### config.mk
export PLATFORM = sky130hd
export DESIGN_NAME = serial_program_port
export DESIGN_NICKNAME = d
export VERILOG_FILES = /design/src/verilog/serial_program_port.v /design/src/verilog/isp_shifter.v
export VERILOG_INCLUDE_DIRS = /design/src /design/src/verilog
export SDC_FILE = /design/constraint.sdc
export NUM_CORES = 1
export LEC_CHECK = 0
export ABC_AREA = 1
export ABC_CLOCK_PERIOD_IN_PS = 3590
export BUFFER_PORTS_ARGS = -buffer_cell sky130_fd_sc_hd__buf_2
export CELL_PAD_IN_SITES_DETAIL_PLACEMENT = 0
export CELL_PAD_IN_SITES_GLOBAL_PLACEMENT = 2
export CORE_ASPECT_RATIO = 0.8
export CORE_UTILIZATION = 31
export CTS_BUF_LIST = sky130_fd_sc_hd__clkbuf_8
export DETAILED_ROUTE_END_ITERATION = 6
export GPL_ROUTABILITY_DRIVEN = 0
export PLACE_DENSITY = 0.68
export SLEW_MARGIN = 10
export SYNTH_ARGS = -nofsm -noshare
export SYNTH_HDL_FRONTEND = slang
export SYNTH_HIERARCHICAL = 1
export SYNTH_SLANG_ARGS = --single-unit
### constraint.sdc
create_clock -name clock -period 3.59 [get_ports clock]
set_input_delay 0.1795 -clock clock [delete_from_list [all_inputs] [get_ports clock]]
set_output_delay 0.1795 -clock clock [all_outputs]
set_load 0.03 [all_outputs]
### src/verilog/serial_program_port_map.vh
// Purpose: constants of the serial programming port
// Assumes: 40 MHz block clock
// Notes:   instruction codes are the first byte, except the enable key and erase code, which are the second byte
`ifndef SERIAL_PROGRAM_PORT_MAP_VH
`define SERIAL_PROGRAM_PORT_MAP_VH

// ----------------------------------------------------------------
// instruction codes
// ----------------------------------------------------------------
`define OP_PROG_ENABLE   8'hac
`define OP_ENABLE_KEY    8'h53
`define OP_ERASE_HI3     3'h4
`define OP_LOAD_EXT      8'h4d
`define OP_FLASH_HI4     4'h2
`define OP_PAGE_HI4      4'h4
`define OP_WRITE_PAGE    8'h4c
`define OP_READ_EE       8'ha0
`define OP_WRITE_EE      8'hc0
`define OP_LOAD_EE_PAGE  8'hc1
`define OP_WRITE_EE_PAGE 8'hc2
`define OP_POLL_BUSY     8'hf0

// ----------------------------------------------------------------
// field positions
// ----------------------------------------------------------------
`define HALF_SEL_BIT     3

// ----------------------------------------------------------------
// timing
// ----------------------------------------------------------------
`define WAIT_W           20
// 4.5 ms, 9.0 ms and 9.0 ms counted in 40 MHz block clocks
`define FLASH_WAIT_CNT   20'h2bf20
`define EEPROM_WAIT_CNT  20'h57e40
`define ERASE_WAIT_CNT   20'h57e40

`endif

### src/verilog/serial_program_port.v
// Purpose: serial in-system programming port
// Assumes: memory read data is combinational on memAddr/memEeprom
// Notes:   the memory applies erase, writes and auto-erase itself
//
// How it works
// - input bits sampled on serial clock rise
// - output bits shifted on serial clock fall
// - echo enable key while third byte shifts
// - enable instruction unlocks serial programming
// - chip erase sets both arrays to ff
// - eeprom write erases location by itself
// - extended address byte kept until reloaded
// - load page stores byte half at offset
// - write page commits buffer at page address
// - read eeprom returns addressed byte
// - write eeprom programs fourth byte
// - load eeprom page fills page buffer
// - reads drive data on serial output
// - poll returns busy flag in bit zero

`include "serial_program_port_map.vh"

module serial_program_port #(
  parameter [`WAIT_W-1:0] FLASH_WAIT_CYC  = `FLASH_WAIT_CNT,
  parameter [`WAIT_W-1:0] EEPROM_WAIT_CYC = `EEPROM_WAIT_CNT,
  parameter [`WAIT_W-1:0] ERASE_WAIT_CYC  = `ERASE_WAIT_CNT
) (
  input  wire        clock,
  input  wire        srst,
  input  wire        resetPinN,
  input  wire        serialClock,
  input  wire        serialDataIn,
  input  wire [15:0] memRdData,
  output wire        serialDataOut,
  output reg  [23:0] memAddr,
  output reg  [15:0] memWrData,
  output reg         memWrite,
  output reg         memErase,
  output reg         memEeprom,
  output reg         progActive,
  output reg         progBusy
);

  // ----------------------------------------------------------------
  // declarations
  // ----------------------------------------------------------------
  localparam [1:0] RD_FLASH_LO = 2'h0;
  localparam [1:0] RD_FLASH_HI = 2'h1;
  localparam [1:0] RD_EEPROM   = 2'h2;
  localparam [1:0] RD_POLL     = 2'h3;

  wire               sessionOn;
  wire               byteDone;
  wire [1:0]         doneIdx;
  wire [7:0]         rxByte;
  reg  [7:0]         txByte;
  reg  [7:0]         b1_q;
  reg  [7:0]         b2_q;
  reg  [7:0]         b3_q;
  reg  [7:0]         ext_q;
  reg                enabled_q;
  reg                readPend_q;
  reg  [1:0]         readKind_q;
  reg  [15:0]        pageBuf_q [0:63];
  reg  [7:0]         eeBuf_q [0:3];
  reg                seqOn_q;
  reg                seqEe_q;
  reg  [5:0]         seqIdx_q;
  reg  [23:0]        seqBase_q;
  reg  [`WAIT_W-1:0] waitCnt_q;
  wire               busyNow;
  wire               isFlashRd;
  wire               isPageLd;
  wire [5:0]         seqLast;

  // instruction with a byte-half select in bit 3
  function halfOp;
    input [7:0] b;
    input [3:0] hi;
    begin
      halfOp = (b[7:4] == hi) && (b[2:0] == 3'h0);
    end
  endfunction

  assign isFlashRd = halfOp(b1_q, `OP_FLASH_HI4);
  assign isPageLd  = halfOp(b1_q, `OP_PAGE_HI4);
  assign seqLast   = seqEe_q ? 6'h03 : 6'h3f;
  assign busyNow   = seqOn_q || (waitCnt_q != {`WAIT_W{1'b0}});

  // ----------------------------------------------------------------
  // serial framing
  // ----------------------------------------------------------------
  isp_shifter shifter (
    .clock         (clock),
    .srst          (srst),
    .resetPinN     (resetPinN),
    .serialClock   (serialClock),
    .serialDataIn  (serialDataIn),
    .txLoad        (readPend_q),
    .txByte        (txByte),
    .sessionOn     (sessionOn),
    .byteDone      (byteDone),
    .doneIdx       (doneIdx),
    .rxByte        (rxByte),
    .serialDataOut (serialDataOut)
  );

  // ----------------------------------------------------------------
  // answer byte for the fourth slot
  // ----------------------------------------------------------------
  always @* begin
    case (readKind_q)
      RD_FLASH_LO: txByte = memRdData[7:0];
      RD_FLASH_HI: txByte = memRdData[15:8];
      RD_EEPROM:   txByte = memRdData[7:0];
      RD_POLL:     txByte = {7'h00, progBusy};
      default:     txByte = 8'h00;
    endcase
  end

  // ----------------------------------------------------------------
  // page buffers
  // ----------------------------------------------------------------
  always @(posedge clock) begin
    if (enabled_q && byteDone && doneIdx == 2'h3) begin
      if (isPageLd) begin
        if (b1_q[`HALF_SEL_BIT])
          pageBuf_q[b3_q[5:0]][15:8] <= rxByte;
        else
          pageBuf_q[b3_q[5:0]][7:0] <= rxByte;
      end
      if (b1_q == `OP_LOAD_EE_PAGE)
        eeBuf_q[b3_q[7:6]] <= rxByte;
    end
  end

  // ----------------------------------------------------------------
  // instruction execution
  // ----------------------------------------------------------------
  always @(posedge clock) begin
    if (srst) begin
      b1_q       <= 8'h00;
      b2_q       <= 8'h00;
      b3_q       <= 8'h00;
      ext_q      <= 8'h00;
      enabled_q  <= 1'b0;
      readPend_q <= 1'b0;
      readKind_q <= RD_FLASH_LO;
      seqOn_q    <= 1'b0;
      seqEe_q    <= 1'b0;
      seqIdx_q   <= 6'h00;
      seqBase_q  <= 24'h000000;
      waitCnt_q  <= {`WAIT_W{1'b0}};
      memAddr    <= 24'h000000;
      memWrData  <= 16'h0000;
      memWrite   <= 1'b0;
      memErase   <= 1'b0;
      memEeprom  <= 1'b0;
      progActive <= 1'b0;
      progBusy   <= 1'b0;
    end else begin
      memWrite   <= 1'b0;
      memErase   <= 1'b0;
      readPend_q <= 1'b0;
      progBusy   <= busyNow;
      progActive <= sessionOn && enabled_q;
      if (waitCnt_q != {`WAIT_W{1'b0}})
        waitCnt_q <= waitCnt_q - {{(`WAIT_W-1){1'b0}}, 1'b1};
      if (!sessionOn)
        enabled_q <= 1'b0;

      // page commit walks the buffer one word a cycle
      if (seqOn_q) begin
        memWrite  <= 1'b1;
        memEeprom <= seqEe_q;
        if (seqEe_q) begin
          memAddr   <= {seqBase_q[23:2], seqIdx_q[1:0]};
          memWrData <= {8'h00, eeBuf_q[seqIdx_q[1:0]]};
        end else begin
          memAddr   <= {seqBase_q[23:6], seqIdx_q};
          memWrData <= pageBuf_q[seqIdx_q];
        end
        seqIdx_q <= seqIdx_q + 6'h01;
        if (seqIdx_q == seqLast) begin
          seqOn_q   <= 1'b0;
          waitCnt_q <= seqEe_q ? EEPROM_WAIT_CYC
                               : FLASH_WAIT_CYC;
        end
      end

      if (byteDone) begin
        case (doneIdx)
          2'h0: b1_q <= rxByte;
          2'h1: b2_q <= rxByte;
          2'h2: begin
            b3_q <= rxByte;
            // address goes out early so the answer is ready
            // before the next serial clock fall
            if (enabled_q && !seqOn_q) begin
              if (isFlashRd) begin
                memAddr    <= {ext_q, b2_q, rxByte};
                memEeprom  <= 1'b0;
                readPend_q <= 1'b1;
                readKind_q <= b1_q[`HALF_SEL_BIT] ? RD_FLASH_HI
                                                  : RD_FLASH_LO;
              end else if (b1_q == `OP_READ_EE) begin
                memAddr    <= {12'h000, b2_q[3:0], rxByte};
                memEeprom  <= 1'b1;
                readPend_q <= 1'b1;
                readKind_q <= RD_EEPROM;
              end else if (b1_q == `OP_POLL_BUSY) begin
                readPend_q <= 1'b1;
                readKind_q <= RD_POLL;
              end
            end
          end
          default: begin
            if (b1_q == `OP_PROG_ENABLE && b2_q == `OP_ENABLE_KEY)
              enabled_q <= 1'b1;
            if (enabled_q) begin
              if (b1_q == `OP_LOAD_EXT)
                ext_q <= b3_q;
              if (!busyNow) begin
                if (b1_q == `OP_PROG_ENABLE &&
                    b2_q[7:5] == `OP_ERASE_HI3) begin
                  memErase  <= 1'b1;
                  waitCnt_q <= ERASE_WAIT_CYC;
                end
                if (b1_q == `OP_WRITE_PAGE) begin
                  seqOn_q   <= 1'b1;
                  seqEe_q   <= 1'b0;
                  seqIdx_q  <= 6'h00;
                  seqBase_q <= {ext_q, b2_q, b3_q[7:6], 6'h00};
                end
                if (b1_q == `OP_WRITE_EE_PAGE) begin
                  seqOn_q   <= 1'b1;
                  seqEe_q   <= 1'b1;
                  seqIdx_q  <= 6'h00;
                  seqBase_q <= {12'h000, b2_q[3:0], b3_q[7:2], 2'h0};
                end
                if (b1_q == `OP_WRITE_EE) begin
                  memWrite  <= 1'b1;
                  memEeprom <= 1'b1;
                  memAddr   <= {12'h000, b2_q[3:0], b3_q};
                  memWrData <= {8'h00, rxByte};
                  waitCnt_q <= EEPROM_WAIT_CYC;
                end
              end
            end
          end
        endcase
      end
    end
  end

endmodule // serial_program_port

### src/verilog/isp_shifter.v
// Purpose: serial framing of the programming port
// Assumes: serial clock phases last at least three block clocks
// Notes:   all pins pass two flip-flops before use

module isp_shifter (
  input  wire       clock,
  input  wire       srst,
  input  wire       resetPinN,
  input  wire       serialClock,
  input  wire       serialDataIn,
  input  wire       txLoad,
  input  wire [7:0] txByte,
  output wire       sessionOn,
  output reg        byteDone,
  output reg  [1:0] doneIdx,
  output reg  [7:0] rxByte,
  output reg        serialDataOut
);

  // ----------------------------------------------------------------
  // pin synchronisers
  // ----------------------------------------------------------------
  reg  [1:0] sckSync_q;
  reg  [1:0] sdiSync_q;
  reg  [1:0] rstSync_q;
  reg        sckPrev_q;
  reg  [2:0] bitCnt_q;
  reg  [1:0] byteIdx_q;
  reg  [7:0] rx_q;
  reg  [7:0] tx_q;
  wire       rise;
  wire       fall;
  wire [7:0] rxNext;

  always @(posedge clock) begin
    if (srst) begin
      sckSync_q <= 2'h0;
      sdiSync_q <= 2'h0;
      rstSync_q <= 2'h3;
      sckPrev_q <= 1'b0;
    end else begin
      sckSync_q <= {sckSync_q[0], serialClock};
      sdiSync_q <= {sdiSync_q[0], serialDataIn};
      rstSync_q <= {rstSync_q[0], resetPinN};
      sckPrev_q <= sckSync_q[1];
    end
  end

  assign sessionOn = ~rstSync_q[1];
  assign rise      = sckSync_q[1] & ~sckPrev_q;
  assign fall      = ~sckSync_q[1] & sckPrev_q;
  assign rxNext    = {rx_q[6:0], sdiSync_q[1]};

  // ----------------------------------------------------------------
  // shift registers
  // ----------------------------------------------------------------
  always @(posedge clock) begin
    if (srst || !sessionOn) begin
      bitCnt_q      <= 3'h0;
      byteIdx_q     <= 2'h0;
      rx_q          <= 8'h00;
      tx_q          <= 8'h00;
      byteDone      <= 1'b0;
      doneIdx       <= 2'h0;
      rxByte        <= 8'h00;
      serialDataOut <= 1'b0;
    end else begin
      byteDone <= 1'b0;
      if (rise) begin
        rx_q     <= rxNext;
        bitCnt_q <= bitCnt_q + 3'h1;
        if (bitCnt_q == 3'h7) begin
          // received byte is echoed in the next slot
          byteDone  <= 1'b1;
          doneIdx   <= byteIdx_q;
          rxByte    <= rxNext;
          tx_q      <= rxNext;
          byteIdx_q <= byteIdx_q + 2'h1;
        end
      end else if (fall) begin
        serialDataOut <= tx_q[7];
        tx_q          <= {tx_q[6:0], 1'b0};
      end else if (txLoad) begin
        tx_q <= txByte;
      end
    end
  end

endmodule // isp_shifter

==> results.json <==
{
  "status": "finished clean",
  "cts_buffers": 197,
  "setup_violations": 0,
  "ys_warn_count": 6,
  "syn2layout_area_growth_pct": 14.08,
  "max-slew-margin-rel_pct": 26.68,
  "ioPinCount": 67,
  "clock-sinks": 1226,
  "fp.coreArea_sq_mm": 0.1625,
  "fin_crit_sh_pct": 87.46,
  "htreeDepth": 4,
  "fin_crit_ps": 3140,
  "hold_viol_final": 0,
  "worstPathCellList": "nand2_1, inv_2, nand2_1, nor2_2, nand2_1, inv_1, nand2_2, buf_4, nor2_1, buf_4",
  "route.detailed.drc": 0,
  "first_global_vias": 34670,
  "ant_nets": 0,
  "synthesis.area_sq_mm": 0.05098,
  "io_buffers": 66,
  "synth.distinct_cells": 48,
  "dp.cells": 6932,
  "grt_pass1_wl_um": 241900,
  "fin_hold_ws_ps": 192.3,
  "track_usage_pct": 19.84,
  "die_x_um": 455.4,
  "grt_start_max_net_pins": 153,
  "drive_above_1_share_pct": 11.47,
  "synth-seq-area-share_pct": 68.88,
  "synth_fp_nets": 4851,
  "critical_path_arrival_ps": 3740,
  "cpLargestDelayFamily": "simple AND/OR/NAND/NOR gates",
  "max_cap_violations": 0,
  "critPathMaxStageDelay_ps": 500,
  "cts_tree": "yes",
  "initial_core_util_pct": 31.37,
  "hpwlAfterDp_um": 101400,
  "final_cells": 7309,
  "wl_per_cell_um": 22.56,
  "clk_latency_ps": 950,
  "fin_skew_ps": 53.01,
  "tightest_slew_ps": 1091,
  "slowest_stage": "nand2_2",
  "setup_slack_ps": 450.3,
  "die_y_um": 364.7,
  "max-vdd-ir-drop_uv": 234.8,
  "critPathLaunchType": "flip-flop",
  "fin_nets": 5037,
  "leakage_uw": 0.02170,
  "fp-row-count": 132,
  "clockBufferDepth": 3,
  "final_cell_mix": "nand2_1, edfxtp_1, nand3_1",
  "endpoint_kind": "flip-flop",
  "critPathMaxFanout": 26,
  "path_buf_inv": 4,
  "setup_tns_ps": 0,
  "synth.avg_cell_area_sq_um": 10.56,
  "final_common_cell": "nand2_1",
  "n_fill_cell": 16430,
  "fmax_mhz": 318.5,
  "async_reset_ff_share_pct": 0,
  "dp_slack_ps": 416.7,
  "netlist_instances": 4826,
  "ys_ff_latch": 1226,
  "vias": 35740,
  "firstDrtPassIters": 6,
  "worstPathRequired_ps": 4190,
  "drt_wl_total_um": 164900,
  "rsz0062_at_grt": "false",
  "regArea_sq_mm": 0.03516,
  "min_path_type": "in -> reg",
  "grt_overflow_total": 0,
  "p_per_area_mw_per_mm2": 472.0,
  "p_total_uw": 27450,
  "postCtsSetupRepairBufs": 0,
  "clock-root-buffer": "clkbuf_8",
  "synth_edf_count": 1056,
  "clkTransAtPathRegs_ps": 60,
  "cpMostUsedCell": "nand2_1",
  "multi_input_area_sq_mm": 0.01399,
  "slew_viol_final": 0,
  "dieArea_sq_mm": 0.1661,
  "drt_iter0_markers": 3199,
  "vias_per_cell": 4.890,
  "crit_type": "reg -> reg",
  "grt_antenna_before_repair": 4,
  "synth_ff_type": "edfxtp_1"
}
-- worst paths after layout --
check        depth (start not counted)                             from                              end  slack (ps)
max                                 10  shifter/doneIdx[0]$_SDFFE_PP0P_       pageBuf_q[26][2]$_DFFE_PP_         450
min                                  3                             srst             b3_q[7]$_SDFFE_PP0P_         190
max reg2reg                         10  shifter/doneIdx[0]$_SDFFE_PP0P_       pageBuf_q[26][2]$_DFFE_PP_         450
min reg2reg                          1  shifter/rstSync_q[0]$_SDFF_PP1_  shifter/rstSync_q[1]$_SDFF_PP1_         410
-- per-layer routing --
| metal | global-route usage [%] | wire [um] | vias to the layer above |
|---|---|---|---|
| met3 | 3.851 | 10170 | 212 |
| li1 | - | - | 17000 |
| met4 | 4.645 | 2687 | 0 |
| met1 | 29.64 | 80090 | 17610 |
| met2 | 29.37 | 71980 | 917 |
| met5 | 0 | 0 | - |
-- cells in the mapped netlist, types with 14 or more instances --
cell type,count,area [sq um]
nand2_1,1622,6088
edfxtp_1,1056,31710
nand3_1,925,4629
nor2_1,275,1032
dfxtp_1,170,3403
buf_2,158,790.8
inv_1,126,473.0
a21oi_1,115,575.6
clkbuf_1,83,311.6
o21ai_0,80,400.4
buf_1,28,105.1
nor3_1,28,140.1
inv_2,20,75.07
nor3_2,14,140.1
-- power by group --
group          internal (uW)  switching [uW]  total, uW
Combinational            321             595        916
Sequential             15300            81.5      15400
Clock                   5380            5740      11100
Total                  21000            6420      27400
-- cell type report --
| cell class | instances | area share, % |
|---|---|---|
| Clock inverter | 145 | 1.194 |
| Antenna cell | 4 | 0.01721 |
| Sequential cell | 1226 | 60.46 |
| Clock buffer | 203 | 4.805 |
| Multi-Input combinational cell | 3167 | 24.06 |
| Tap cell | 2144 | 4.613 |
| Inverter | 150 | 1.003 |
| Timing Repair Buffer | 270 | 3.847 |
-- sequential cells by signal, summed over array words and instances, names as in the netlist, 7 cells and up --
name / count
b3_q: 8
memAddr: 24
shifter/tx_q: 8
ext_q: 8
waitCnt_q: 20
pageBuf_q: 1024
b1_q: 8
shifter/rx_q: 7
seqBase_q: 22
memWrData: 16
shifter/rxByte: 8
b2_q: 8
eeBuf_q: 32
-- metrics by stage --
| stage | utilization (%) | cell area, sq um |
|---|---|---|
| CTS | 35.78 | 58140 |
| floorplan | - | 50980 |
| detailed placement | 33.48 | 54400 |
| global placement | 33.48 | 54400 |
| finish | 35.78 | 58150 |
| global route | 35.78 | 58150 |
-- kinds of logic after synthesis --
group           share of synthesized area (%)
xor+xnor                               0.2405
flops                                   68.88
fa+ha+maj                             0.09819
buf+inv                                 3.751
simple gates                            24.61
compound gates                          2.418
-- worst register-to-register path, stage by stage, from the launching register on --
cell and delay [ps]:
dfxtp_1 420, nand2_1 110, inv_2 60, nand2_1 80
nor2_2 190, nand2_1 160, inv_1 130, nand2_2 500
buf_4 450, nor2_1 430, buf_4 280
-- timing repair --
action | in CTS | in global routing
hold buffers | 25 | 0
gates resized for setup | 0 | 0
endpoints found under the hold margin | 46 | 0
No activity file was read; power rests on OpenSTA's default activity.
